$ cat src/seq_pkg.sv
// Shared constants and types of the start-up and fault sequencer.
// Assumes a 200 MHz device clock; the timer, sequencer and test files refer to names here.
package seq_pkg;

  // Register offsets on the settings port.
  localparam logic [7:0] CFG_A_ADDR = 8'hd2;
  localparam logic [7:0] CFG_B_ADDR = 8'hd3;
  localparam logic [7:0] DELAY_ADDR = 8'hd4;
  localparam logic [7:0] TRIM_ADDR = 8'he2;
  localparam logic [7:0] PG_HI_ADDR = 8'hd8;
  localparam logic [7:0] PG_LO_ADDR = 8'hd9;
  localparam logic [7:0] STATUS_ADDR = 8'hda;

  // Field positions and widths.
  localparam int LATCH_EN_BIT = 1;
  localparam int DELAY_CODE_W = 3;
  localparam int TRIM_W = 5;

  // Reset values.
  localparam logic [7:0] CFG_RST = 8'h02;
  localparam logic [7:0] DELAY_RST = 8'h03;
  localparam logic [7:0] TRIM_RST = 8'h0f;
  localparam logic [7:0] PG_HI_RST = 8'h80;
  localparam logic [7:0] PG_LO_RST = 8'h40;

  // Timing: figures in ns, cycle counts derived from the clock period.
  localparam int CLK_PERIOD_NS = 5;
  localparam int DELAY_UNIT_NS = 500000;
  localparam int BLANK_NS = 100000;
  localparam int DELAY_UNIT_CYC = (DELAY_UNIT_NS + CLK_PERIOD_NS - 1) / CLK_PERIOD_NS;
  localparam int BLANK_CYC = (BLANK_NS + CLK_PERIOD_NS - 1) / CLK_PERIOD_NS;
  localparam int LATCHOFF_MULT = 4;
  localparam int CNT_W = 24;

  typedef enum logic [7:0] {
    ST_OFF = 8'h01,
    ST_TD1 = 8'h02,
    ST_RAMP_BOOT = 8'h04,
    ST_TD3 = 8'h08,
    ST_RAMP_VID = 8'h10,
    ST_TD5 = 8'h20,
    ST_RUN = 8'h40,
    ST_LATCHED = 8'h80
  } seq_state_t;

endpackage : seq_pkg

$ cat src/interval_timer.sv
// Single programmable delay timer shared by start-up intervals and latch-off.
// Assumes start, abort and code are synchronous to i_clk.
`timescale 1ns/1ps
`default_nettype none
module interval_timer #(
  parameter int UNIT_CYC = seq_pkg::DELAY_UNIT_CYC
) (
  input wire logic i_clk,
  input wire logic i_sys_rst,
  input wire logic i_ce,
  input wire logic i_start,
  input wire logic i_abort,
  input wire logic i_long,
  input wire logic [seq_pkg::DELAY_CODE_W-1:0] i_code,
  output logic o_busy,
  output logic o_done
);

  typedef struct packed {
    logic [seq_pkg::CNT_W-1:0] cnt;
    logic busy;
    logic done;
  } tmr_t;

  tmr_t tmr_reg;
  tmr_t tmr_next;

  if (UNIT_CYC < 1 || UNIT_CYC * 32 >= (1 << seq_pkg::CNT_W)) begin : g_bad_unit
    $error("UNIT_CYC out of range for the timer counter");
  end

  // Interval length: (code+1) units, four times that for latch-off.
  function automatic logic [seq_pkg::CNT_W-1:0] load_count(input logic [2:0] code, input logic long_t);
    logic [seq_pkg::CNT_W-1:0] base;
    base = seq_pkg::CNT_W'((int'(code) + 1) * UNIT_CYC);
    load_count = long_t ? seq_pkg::CNT_W'(base * seq_pkg::LATCHOFF_MULT) : base;
  endfunction : load_count

  always_comb begin
    tmr_next = tmr_reg;
    tmr_next.done = 1'b0;
    if (i_abort) begin
      tmr_next.busy = 1'b0;
      tmr_next.cnt = '0;
    end else if (i_start) begin
      tmr_next.busy = 1'b1;
      tmr_next.cnt = load_count(i_code, i_long) - seq_pkg::CNT_W'(1);
    end else if (tmr_reg.busy) begin
      if (tmr_reg.cnt == '0) begin
        tmr_next.busy = 1'b0;
        tmr_next.done = 1'b1;
      end else begin
        tmr_next.cnt = tmr_reg.cnt - seq_pkg::CNT_W'(1);
      end
    end
  end

  always_ff @(posedge i_clk) begin
    if (i_sys_rst) begin
      tmr_reg <= '0;
    end else if (i_ce) begin
      tmr_reg <= tmr_next;
    end
  end

  assign o_busy = tmr_reg.busy;
  assign o_done = tmr_reg.done;
endmodule : interval_timer
`default_nettype wire

$ cat src/startup_fault_sequencer.sv
// Start-up sequencer, over-current latch-off, power-good, phase shedding and crowbar.
// Assumes comparator results arrive synchronous to i_clk and settings come over a byte port.
//
// Contract
// - Start-up delay is (3-bit code + 1) times 0.5 ms.
// - After reset the delay code is 011, giving 2 ms.
// - One timer times the first, third and fifth start-up intervals.
// - Over-current latch-off lasts four times the programmed start-up delay.
// - A 5-bit trim scales the over-current threshold from 50% in 3.3% steps.
// - Latch-off timing starts only on current limit after the fifth interval.
// - Current limit during start-up does not stop the five start-up intervals.
// - Phases keep switching while timing; clearing resumes, expiry latches shut down.
// - Supply loss or a brief enable low clears a latched shutdown.
// - With latch enable clear in both configs the device never latches off.
// - During start-up below 200 mV the control voltage is clamped to 1.5 V; clamped here only in the boot ramp, third interval and VID ramp.
// - Power-good low when out of range, no processor code, or enable low.
// - Out-of-range is ignored by power-good for 100 us after a code change.
// - Power-good held low until soft-start done and fifth interval complete.
// - Software holds upper and lower power-good window limits.
// - Low-power-state input low drives the shed-phase disable output low.
// - Overvoltage forces phases low until the output falls below about 300 mV.
// - Crowbar threshold follows the programmed upper power-good limit.
// - Start only with supply OK and enable; either dropping disables the device.
// - Disabled holds phases, power-good and both driver disables low.
// - Each voltage code change restarts the power-good and crowbar blanking.
`timescale 1ns/1ps
`default_nettype none
module startup_fault_sequencer #(
  parameter int DELAY_UNIT_CYC = seq_pkg::DELAY_UNIT_CYC,
  parameter int BLANK_CYC = seq_pkg::BLANK_CYC,
  parameter int VCODE_W = 8
) (
  input wire logic i_clk,
  input wire logic i_sys_rst,
  input wire logic i_ce,
  input wire logic i_reg_wr,
  input wire logic [7:0] i_reg_addr,
  input wire logic [7:0] i_reg_wdata,
  input wire logic i_enable,
  input wire logic i_supply_undervoltage_lockout_ok,
  input wire logic i_ss_boot_done,
  input wire logic i_ss_done,
  input wire logic i_overcurrent,
  input wire logic i_above_upper_limit,
  input wire logic i_below_lower_limit,
  input wire logic i_below_release,
  input wire logic i_below_200mv,
  input wire logic i_no_cpu_code,
  input wire logic [VCODE_W-1:0] i_voltage_code,
  input wire logic i_low_power_state_in_n,
  output logic [7:0] o_reg_rdata,
  output logic o_phase_enable,
  output logic o_power_good_out,
  output logic o_shed_phase_disable_out_n,
  output logic o_fixed_phase_disable_out_n,
  output logic o_secondary_clamp,
  output logic o_crowbar,
  output logic o_latched_off,
  output logic [seq_pkg::TRIM_W-1:0] o_ocp_trim,
  output logic [7:0] o_pg_upper_limit,
  output logic [7:0] o_pg_lower_limit
);

  if (BLANK_CYC < 1 || BLANK_CYC >= (1 << seq_pkg::CNT_W) || VCODE_W < 1) begin : g_bad_param
    $error("BLANK_CYC or VCODE_W out of range");
  end

  typedef struct packed {
    seq_pkg::seq_state_t state;
    logic [7:0] cfg_a;
    logic [7:0] cfg_b;
    logic [7:0] delay_sel;
    logic [7:0] trim;
    logic [7:0] pg_hi;
    logic [7:0] pg_lo;
    logic [7:0] rdata;
    logic [VCODE_W-1:0] vcode_prev;
    logic [seq_pkg::CNT_W-1:0] blank_cnt;
    logic ocp_timing;
    logic crowbar;
    logic pg;
    logic phase_en;
    logic shed_n;
    logic fixed_n;
    logic clamp;
    logic latched;
  } seq_t;

  localparam seq_t SEQ_RST = '{
    state: seq_pkg::ST_OFF,
    cfg_a: seq_pkg::CFG_RST,
    cfg_b: seq_pkg::CFG_RST,
    delay_sel: seq_pkg::DELAY_RST,
    trim: seq_pkg::TRIM_RST,
    pg_hi: seq_pkg::PG_HI_RST,
    pg_lo: seq_pkg::PG_LO_RST,
    rdata: 8'h00,
    vcode_prev: '0,
    blank_cnt: '0,
    ocp_timing: 1'b0,
    crowbar: 1'b0,
    pg: 1'b0,
    phase_en: 1'b0,
    shed_n: 1'b0,
    fixed_n: 1'b0,
    clamp: 1'b0,
    latched: 1'b0
  };

  seq_t seq_reg;
  seq_t seq_next;

  logic tmr_start;
  logic tmr_abort;
  logic tmr_long;
  logic tmr_busy;
  logic tmr_done;
  logic active;
  logic blanking;
  logic out_of_range;
  logic latch_en;

  interval_timer #(
    .UNIT_CYC(DELAY_UNIT_CYC)
  ) u_timer (
    .i_clk(i_clk),
    .i_sys_rst(i_sys_rst),
    .i_ce(i_ce),
    .i_start(tmr_start),
    .i_abort(tmr_abort),
    .i_long(tmr_long),
    .i_code(seq_reg.delay_sel[seq_pkg::DELAY_CODE_W-1:0]),
    .o_busy(tmr_busy),
    .o_done(tmr_done)
  );

  // Status byte: one-hot sequence state.
  function automatic logic [7:0] read_mux(input seq_t s, input logic [7:0] addr);
    case (addr)
      seq_pkg::CFG_A_ADDR: read_mux = s.cfg_a;
      seq_pkg::CFG_B_ADDR: read_mux = s.cfg_b;
      seq_pkg::DELAY_ADDR: read_mux = {5'h00, s.delay_sel[2:0]};
      seq_pkg::TRIM_ADDR: read_mux = {3'h0, s.trim[4:0]};
      seq_pkg::PG_HI_ADDR: read_mux = s.pg_hi;
      seq_pkg::PG_LO_ADDR: read_mux = s.pg_lo;
      seq_pkg::STATUS_ADDR: read_mux = s.state;
      default: read_mux = 8'h00;
    endcase
  endfunction : read_mux

  always_comb begin
    seq_next = seq_reg;
    tmr_start = 1'b0;
    tmr_abort = 1'b0;
    tmr_long = 1'b0;
    active = i_enable & i_supply_undervoltage_lockout_ok;
    // The change cycle itself is blanked, so an excursion that comes with the step is masked too.
    blanking = (seq_reg.blank_cnt != '0) || (i_voltage_code != seq_reg.vcode_prev);
    out_of_range = i_above_upper_limit | i_below_lower_limit;
    latch_en = seq_reg.cfg_a[seq_pkg::LATCH_EN_BIT] | seq_reg.cfg_b[seq_pkg::LATCH_EN_BIT];

    if (i_reg_wr) begin
      case (i_reg_addr)
        seq_pkg::CFG_A_ADDR: seq_next.cfg_a = i_reg_wdata;
        seq_pkg::CFG_B_ADDR: seq_next.cfg_b = i_reg_wdata;
        seq_pkg::DELAY_ADDR: seq_next.delay_sel = {5'h00, i_reg_wdata[2:0]};
        seq_pkg::TRIM_ADDR: seq_next.trim = {3'h0, i_reg_wdata[4:0]};
        seq_pkg::PG_HI_ADDR: seq_next.pg_hi = i_reg_wdata;
        seq_pkg::PG_LO_ADDR: seq_next.pg_lo = i_reg_wdata;
        default: seq_next.rdata = seq_reg.rdata;
      endcase
    end
    seq_next.rdata = read_mux(seq_reg, i_reg_addr);

    // A code change reloads the blanking window; it then counts down.
    seq_next.vcode_prev = i_voltage_code;
    if (i_voltage_code != seq_reg.vcode_prev) begin
      seq_next.blank_cnt = seq_pkg::CNT_W'(BLANK_CYC);
    end else if (blanking) begin
      seq_next.blank_cnt = seq_reg.blank_cnt - seq_pkg::CNT_W'(1);
    end

    case (seq_reg.state)
      seq_pkg::ST_OFF: begin
        if (active) begin
          seq_next.state = seq_pkg::ST_TD1;
          tmr_start = 1'b1;
        end
      end
      seq_pkg::ST_TD1: begin
        if (tmr_done) begin
          seq_next.state = seq_pkg::ST_RAMP_BOOT;
        end
      end
      seq_pkg::ST_RAMP_BOOT: begin
        if (i_ss_boot_done) begin
          seq_next.state = seq_pkg::ST_TD3;
          tmr_start = 1'b1;
        end
      end
      seq_pkg::ST_TD3: begin
        if (tmr_done) begin
          seq_next.state = seq_pkg::ST_RAMP_VID;
        end
      end
      seq_pkg::ST_RAMP_VID: begin
        if (i_ss_done) begin
          seq_next.state = seq_pkg::ST_TD5;
          tmr_start = 1'b1;
        end
      end
      seq_pkg::ST_TD5: begin
        // Over-current here is not acted on until the interval ends.
        if (tmr_done) begin
          seq_next.state = seq_pkg::ST_RUN;
        end
      end
      seq_pkg::ST_RUN: begin
        if (seq_reg.ocp_timing) begin
          if (!i_overcurrent || !latch_en) begin
            tmr_abort = 1'b1;
            seq_next.ocp_timing = 1'b0;
          end else if (tmr_done) begin
            seq_next.state = seq_pkg::ST_LATCHED;
            seq_next.ocp_timing = 1'b0;
          end
        end else if (i_overcurrent && latch_en) begin
          tmr_start = 1'b1;
          tmr_long = 1'b1;
          seq_next.ocp_timing = 1'b1;
        end
      end
      seq_pkg::ST_LATCHED: begin
        seq_next.state = seq_pkg::ST_LATCHED;
      end
      default: begin
        seq_next.state = seq_pkg::ST_OFF;
      end
    endcase

    if (!active) begin
      seq_next.state = seq_pkg::ST_OFF;
      seq_next.ocp_timing = 1'b0;
      tmr_start = 1'b0;
      tmr_abort = 1'b1;
    end

    // Crowbar trips on the upper limit comparator, outside blanking; trip beats release.
    if (!active || seq_reg.state == seq_pkg::ST_OFF) begin
      seq_next.crowbar = 1'b0;
    end else if (i_above_upper_limit && !blanking) begin
      seq_next.crowbar = 1'b1;
    end else if (i_below_release) begin
      seq_next.crowbar = 1'b0;
    end

    seq_next.fixed_n = !(seq_next.state inside {seq_pkg::ST_OFF, seq_pkg::ST_LATCHED});
    seq_next.shed_n = seq_next.fixed_n && i_low_power_state_in_n;
    seq_next.phase_en = seq_next.state inside {seq_pkg::ST_RAMP_BOOT, seq_pkg::ST_TD3, seq_pkg::ST_RAMP_VID,
      seq_pkg::ST_TD5, seq_pkg::ST_RUN} && !seq_next.crowbar;
    seq_next.pg = seq_next.state == seq_pkg::ST_RUN && i_enable && !i_no_cpu_code && !seq_next.crowbar &&
      (!out_of_range || blanking);
    seq_next.clamp = seq_next.state inside {seq_pkg::ST_RAMP_BOOT, seq_pkg::ST_TD3, seq_pkg::ST_RAMP_VID} &&
      i_below_200mv;
    seq_next.latched = seq_next.state == seq_pkg::ST_LATCHED;
  end

  always_ff @(posedge i_clk) begin
    if (i_sys_rst) begin
      seq_reg <= SEQ_RST;
    end else if (i_ce) begin
      seq_reg <= seq_next;
    end
  end

  assign o_reg_rdata = seq_reg.rdata;
  assign o_phase_enable = seq_reg.phase_en;
  assign o_power_good_out = seq_reg.pg;
  assign o_shed_phase_disable_out_n = seq_reg.shed_n;
  assign o_fixed_phase_disable_out_n = seq_reg.fixed_n;
  assign o_secondary_clamp = seq_reg.clamp;
  assign o_crowbar = seq_reg.crowbar;
  assign o_latched_off = seq_reg.latched;
  assign o_ocp_trim = seq_reg.trim[seq_pkg::TRIM_W-1:0];
  assign o_pg_upper_limit = seq_reg.pg_hi;
  assign o_pg_lower_limit = seq_reg.pg_lo;
endmodule : startup_fault_sequencer
`default_nettype wire

$ cat config.mk
export PLATFORM = sky130hd
export DESIGN_NAME = startup_fault_sequencer
export DESIGN_NICKNAME = d
export VERILOG_FILES = /design/src/seq_pkg.sv /design/src/interval_timer.sv /design/src/startup_fault_sequencer.sv
export SDC_FILE = /design/constraint.sdc
export NUM_CORES = 1
export LEC_CHECK = 0
export BUFFER_PORTS_ARGS = -buffer_cell sky130_fd_sc_hd__buf_4
export CAP_MARGIN = 20
export CELL_PAD_IN_SITES_DETAIL_PLACEMENT = 0
export CELL_PAD_IN_SITES_GLOBAL_PLACEMENT = 1
export CORE_ASPECT_RATIO = 1.25
export CORE_MARGIN = 2
export CORE_UTILIZATION = 42
export CTS_BUF_LIST = sky130_fd_sc_hd__clkbuf_2 sky130_fd_sc_hd__clkbuf_4 sky130_fd_sc_hd__clkbuf_8
export DETAILED_ROUTE_END_ITERATION = 10
export HOLD_SLACK_MARGIN = 0.1
export PLACE_DENSITY_LB_ADDON = 0.1
export SETUP_SLACK_MARGIN = 0.1
export SLEW_MARGIN = 20
export SYNTH_ARGS = -nofsm -noshare
export SYNTH_HDL_FRONTEND = slang
export SYNTH_SLANG_ARGS = --single-unit
export TNS_END_PERCENT = 1
$ cat constraint.sdc
create_clock -name i_clk -period 4.3 [get_ports i_clk]
set_input_delay 0.86 -clock i_clk [delete_from_list [all_inputs] [get_ports i_clk]]
set_output_delay 0.86 -clock i_clk [all_outputs]
set_load 0.1 [all_outputs]
After elaboration in Yosys (flattened, before gate mapping)

Index checks and enable logic that the tools add are counted.
W data, S select, Z words.

Register bits after elaboration: 122
Bits of input ports: 39
Output and inout bits: 36
Word-level logic and storage cells: 131

Add/sub/neg operators: 4
Multiply operators: 1
Equality and inequality tests: 25
Mux-type cells: 40
Bitwise operators: 3
Reductions and logical operators: 37

Operators by type and width:

| kind                     | count |
|---|---|
| $mux W24                 | 4 |
| $eq A8 B8 Y1 const B     | 9 |
| $mux W8                  | 9 |
| $sub A24 B1 Y24 const B  | 3 |
| $pmux W8 S8              | 1 |
| $pmux W8 S7              | 1 |
| $mux W25                 | 2 |
| $mul A32 B13 Y19 const B | 1 |
| $mux W26                 | 1 |
| $logic_not A24 Y1        | 1 |
| $reduce_bool A24 Y1      | 1 |
| $reduce_and A3 Y1        | 7 |
| $mux W1                  | 20 |
| $eq A8 B1 Y1 const B     | 2 |
| $eq A8 B3 Y1 const B     | 2 |
| $eq A8 B4 Y1 const B     | 2 |
| $eq A8 B5 Y1 const B     | 2 |
| $eq A8 B6 Y1 const B     | 2 |
| $eq A8 B7 Y1 const B     | 2 |
| $logic_and A1 B1 Y1      | 9 |
| $eq A8 B2 Y1 const B     | 1 |
| $logic_not A1 Y1         | 8 |
| $ne A8 B8 Y1             | 1 |
| $reduce_bool A3 Y1       | 2 |
| 11 further kinds         | 17 |

Depth between registers and ports, before layout

Depth after elaboration: 12
Mapped depth: 16
Mapped depth without buffers: 15

Hierarchy

Synthesis repeated with hierarchy kept, for this count alone.

Cell total of the unflattened synthesis: 1,012
Area total of the unflattened synthesis: 8,358.0 µm²

Modules (own cells, without submodules):

| module                  | times used | cells an instance | area an instance (µm²) | sequential area each (µm²) |
|---|---|---|---|---|
| startup_fault_sequencer | 1          | 590               | 5,207.5                | 1,921.8 |
| interval_timer          | 1          | 422               | 3,150.5                | 520.5 |

Worst setup path before layout

No wires, ideal clock.

Kind: register -> register
Start point: reg seq_reg[72] (netlist bit)
End point: reg u_timer.tmr_reg[24] (netlist bit)
Setup time: 0.117 ns
Data arrival time: 4.080 ns
Required time: 4.183 ns
Path slack: 0.102 ns
Cell stages (with the launch flop): 16
Clock period less this slack: 4.198 ns
Path through: dfxtp_1 clkbuf_1 inv_1 ha_1 ha_1 ha_1 ha_1 a211o_1 and2_1 clkbuf_1 o21ai_0 mux2i_1 nor4b_4 and2_4 a221o_1 a32o_1

Word-level cells in the longest chain between the ends: 6

Ends and longest elaborated chain:

| what                   | RTL line                       | text |
|---|---|---|
| start, declared        | startup_fault_sequencer.sv:110 | `seq_t seq_reg;` |
| start signal, assigned | startup_fault_sequencer.sv:272 | `seq_reg <= seq_next;` |
| $add A3 B1 Y4          | interval_timer.sv:35           | `base = seq_pkg::CNT_W'((int'(code) + 1) * UNIT_CYC);` |
| $mul A32 B13 Y19       | interval_timer.sv:35           |  |
| $mux W24               | interval_timer.sv:36           | `load_count = long_t ? seq_pkg::CNT_W'(base * seq_pkg::LATCHOFF_MULT) : base;` |
| $sub A24 B1 Y24        | interval_timer.sv:47           | `tmr_next.cnt = load_count(i_code, i_long) - seq_pkg::CNT_W'(1);` |
| $mux W25               | interval_timer.sv:45           | `end else if (i_start) begin` |
| $mux W25               | interval_timer.sv:42           | `if (i_abort) begin` |
| end signal, assigned   | interval_timer.sv:62           | `tmr_reg <= tmr_next;` |
| end, declared          | interval_timer.sv:25           | `tmr_t tmr_reg;` |

No other way between the ends.
A chain may end at the register's enable or synchronous reset.

Worst setup path after layout

Start point: reg seq_reg[73] (netlist bit)
End point: reg u_timer.tmr_reg[24] (netlist bit)

The elaborated chain is that of the path after synthesis.

==> metrics.md <==
| Metric | Value |
|---|---|
| Outcome | `completed` |
| Synth top cells by count | `131 x nor2_1, 122 x dfxtp_1, 64 x nand2_1` |
| Fraction of layout cells with a size suffix above 1 | `0.1585` |
| Synthesized net count | `1029` |
| Clk_lat worst skew | `450 ps` |
| Hold Buf Count CTS | `0` |
| Top cell type's share of synthesized area | `0.3135` |
| Core area | `0.01817 sq mm` |
| Final Hold Viols | `0` |
| Final Cycle Share | `0.9317` |
| Netlist cell types | `77` |
| Via count | `7114` |
| FP Rows | `55` |
| CTS tree | `yes` |
| CP Capture Type | `register` |
| Post-synth EDFFs | `0` |
| Die W | `125.8 um` |
| First-pass GRT wire length | `35920 um` |
| WL/cell | `17.42 um` |
| IO Pins | `75` |
| Critical path fanouts, max | `7` |
| Count leader, synth | `nor2_1` |
| Die H | `156.3 um` |
| Sequential cell area | `0.002442 sq mm` |
| Clock tree buffer depth | `2` |
| Synth Instances | `969` |
| Fillers | `1843` |
| Synth Area per Inst | `8.040 sq um` |
| DRC violations left | `0` |
| RSZ-0062 raised after global routing | `true` |
| Setup_tns | `0 ps` |
| Number of flip-flops in the largest register | `60` |
| Slew Viols, Final | `0` |
| Critical path class | `reg2reg` |
| Synth Area in Adders | `0.03372` |
| FF+latch count, synth | `122` |
| Grt ovf | `0` |
| Slew at the pin closest to its max-slew limit | `825.3 ps` |
| Post-synth ARST share | `0` |
| Area of the multi-input gates | `0.004838 sq mm` |
| Register area share after synthesis | `0.3135` |
| All-Layer GR Usage | `0.2250` |
| Compound-gate portion of the synthesized area | `0.1876` |
| Simple-Gate Fraction of Synth Area | `0.2539` |
| Register-to-register setup slack | `290 ps` |
| Placed Area | `0.008401 sq mm` |
| Leakage | `3.589 nW` |
| Mux contribution to synthesized area | `0.07500` |
| Slew headroom | `0.4455` |
| Max Cap Viol | `0` |
| CP Launch Type | `register` |
| Vias in the first global route | `6895` |
| Post-synthesis xor/xnor area fraction | `0.06857` |
| # nets final | `1069` |
| Antenna Cells | `0` |
| Die ar. | `0.01966 sq mm` |
| Most used DFF post-synth | `dfxtp_1` |
| Peak VDD IR | `178.3 uV` |
| Largest net degree at the start of global routing | `63` |
| Final Setup Violations | `0` |
| Routability cong. | `0.8311` |
| Placed Cells | `1218` |
| Synth-to-layout area growth | `13.10%` |
| Crit path DAT | `4350 ps` |
| Drt first pass iters | `5` |
| H-tree level count | `4` |
| Post-Layout Inst Area | `0.008812 sq mm` |
| Fmax | `249.6 MHz` |
| Non-Filler Instances | `1250` |
| Main combinational cell family by area after synthesis | `simple AND/OR/NAND/NOR gates` |
| CTS clk-pin slew, worst paths | `80 ps` |
| Pwr Density | `285.3 mW/mm^2` |
| Worst Clk Skew | `19.85 ps` |
| PortBufs | `74` |
| Yosys warnings | `0` |
| Antenna violations before repair | `0` |
| Post-DR vias/cell | `5.691` |
| WP data required | `4640 ps` |
| Cell area after synthesis | `0.007791 sq mm` |
| Clk sinks | `122` |
| Initial Util | `0.4289` |
| Routed WL | `21770 um` |
| Cell taking the most area after synthesis | `dfxtp_1` |
| Core Util, Final | `0.4851` |
| DP HPWL | `15730 um` |
| Tmin final | `4006 ps` |
| First DRT Iteration DRCs | `448` |
| Post-DRT Antenna Nets | `0` |
| TritonCTS buffer count | `17` |
| Top post-synthesis cells by area | `dfxtp_1 31%, mux2i_1 7.1%, nor2_1 6.3%, a21oi_1 4.0%, xnor2_1 3.7%` |
| Hold WC Path Type | `reg2reg` |
| Root buf cell | `clkbuf_8` |
## power by group
| part | total [mW] | switching [mW] | internal, mW |
|---|---|---|---|
| logic | 0.293 | 0.187 | 0.106 |
| clock network | 1.05 | 0.516 | 0.536 |
| registers | 1.17 | 0.0190 | 1.15 |
| total | 2.51 | 0.722 | 1.79 |
## worst max-delay path, stage by stage (launching register included)
cell and delay, ps:
dfxtp_1 420, ha_1 190, xor2_1 200, ha_1 270, ha_1 400, ha_1 410
a211o_1 300, and2_1 220, o21ai_1 270, mux2i_1 390, nor4b_4 130, and2_4 180
a221o_1 290, a32o_1 250
## routing by layer
layer	up-vias	global-route usage	part of all wire
met5	-	0	0
met4	0	0.07117	0.018
met3	29	0.04205	0.034
met2	146	0.4111	0.52
met1	3369	0.2660	0.43
li1	3570	-	-
## placed cells by master, fill, tap and decap left out, types with 8 or more instances in the layout
cell and count:
nor2_1 131, dfxtp_1 122, buf_4 102, nand2_1 64
a21oi_1 63, mux2i_1 55, o21ai_0 45, xnor2_1 33
nor3_1 32, xor2_1 28, nand3_1 27, inv_1 21
ha_1 21, nor4_1 20, clkbuf_8 17, nor2b_1 16
or4_1 15, a22oi_1 12, a211o_1 12, and3_1 11
or3_1 11, nand2b_1 9, o21ai_1 9, a31oi_1 8
a211oi_1 8, a221oi_1 8
## final cells by class
class                      instances  share of cell area
clock inverter                    14             0.01817
multi-input combinational        745              0.5491
clock buffer                      18             0.02740
timing repair buffer             102             0.08689
inverter                          21            0.008945
tap                              228             0.03237
sequential                       122              0.2772
## stage by stage
step	worst slack [ps]	power, mW	hold slack, ps
after detailed placement	230.4	1.489	456.7
after floorplan	102.4	1.398	443.9
final	293.6	2.514	471.1
after global placement	256.0	1.491	456.7
after CTS	195.5	2.551	469.0
after global routing	97.27	2.635	492.4
## final timing paths
check                             start                         end  depth (start not counted)
max                         seq_reg[73]         u_timer.tmr_reg[24]                         13
min          o_shed_phase_disable_out_n  o_shed_phase_disable_out_n                          2
max reg2reg                 seq_reg[73]         u_timer.tmr_reg[24]                         13
min reg2reg  o_shed_phase_disable_out_n  o_shed_phase_disable_out_n                          2
## what timing repair did
item,4_1_cts,5_1_grt
setup endpoints to repair,0,7
resized for setup,0,3
buffers inserted,0,0
## kinds of logic after synthesis
group | count (synthesis)
compound gates | 222
mux | 58
flops | 122
buf+inv | 102
fa+ha+maj | 21
xor+xnor | 61
simple gates | 383
No activity file was read; power rests on OpenSTA's default activity.
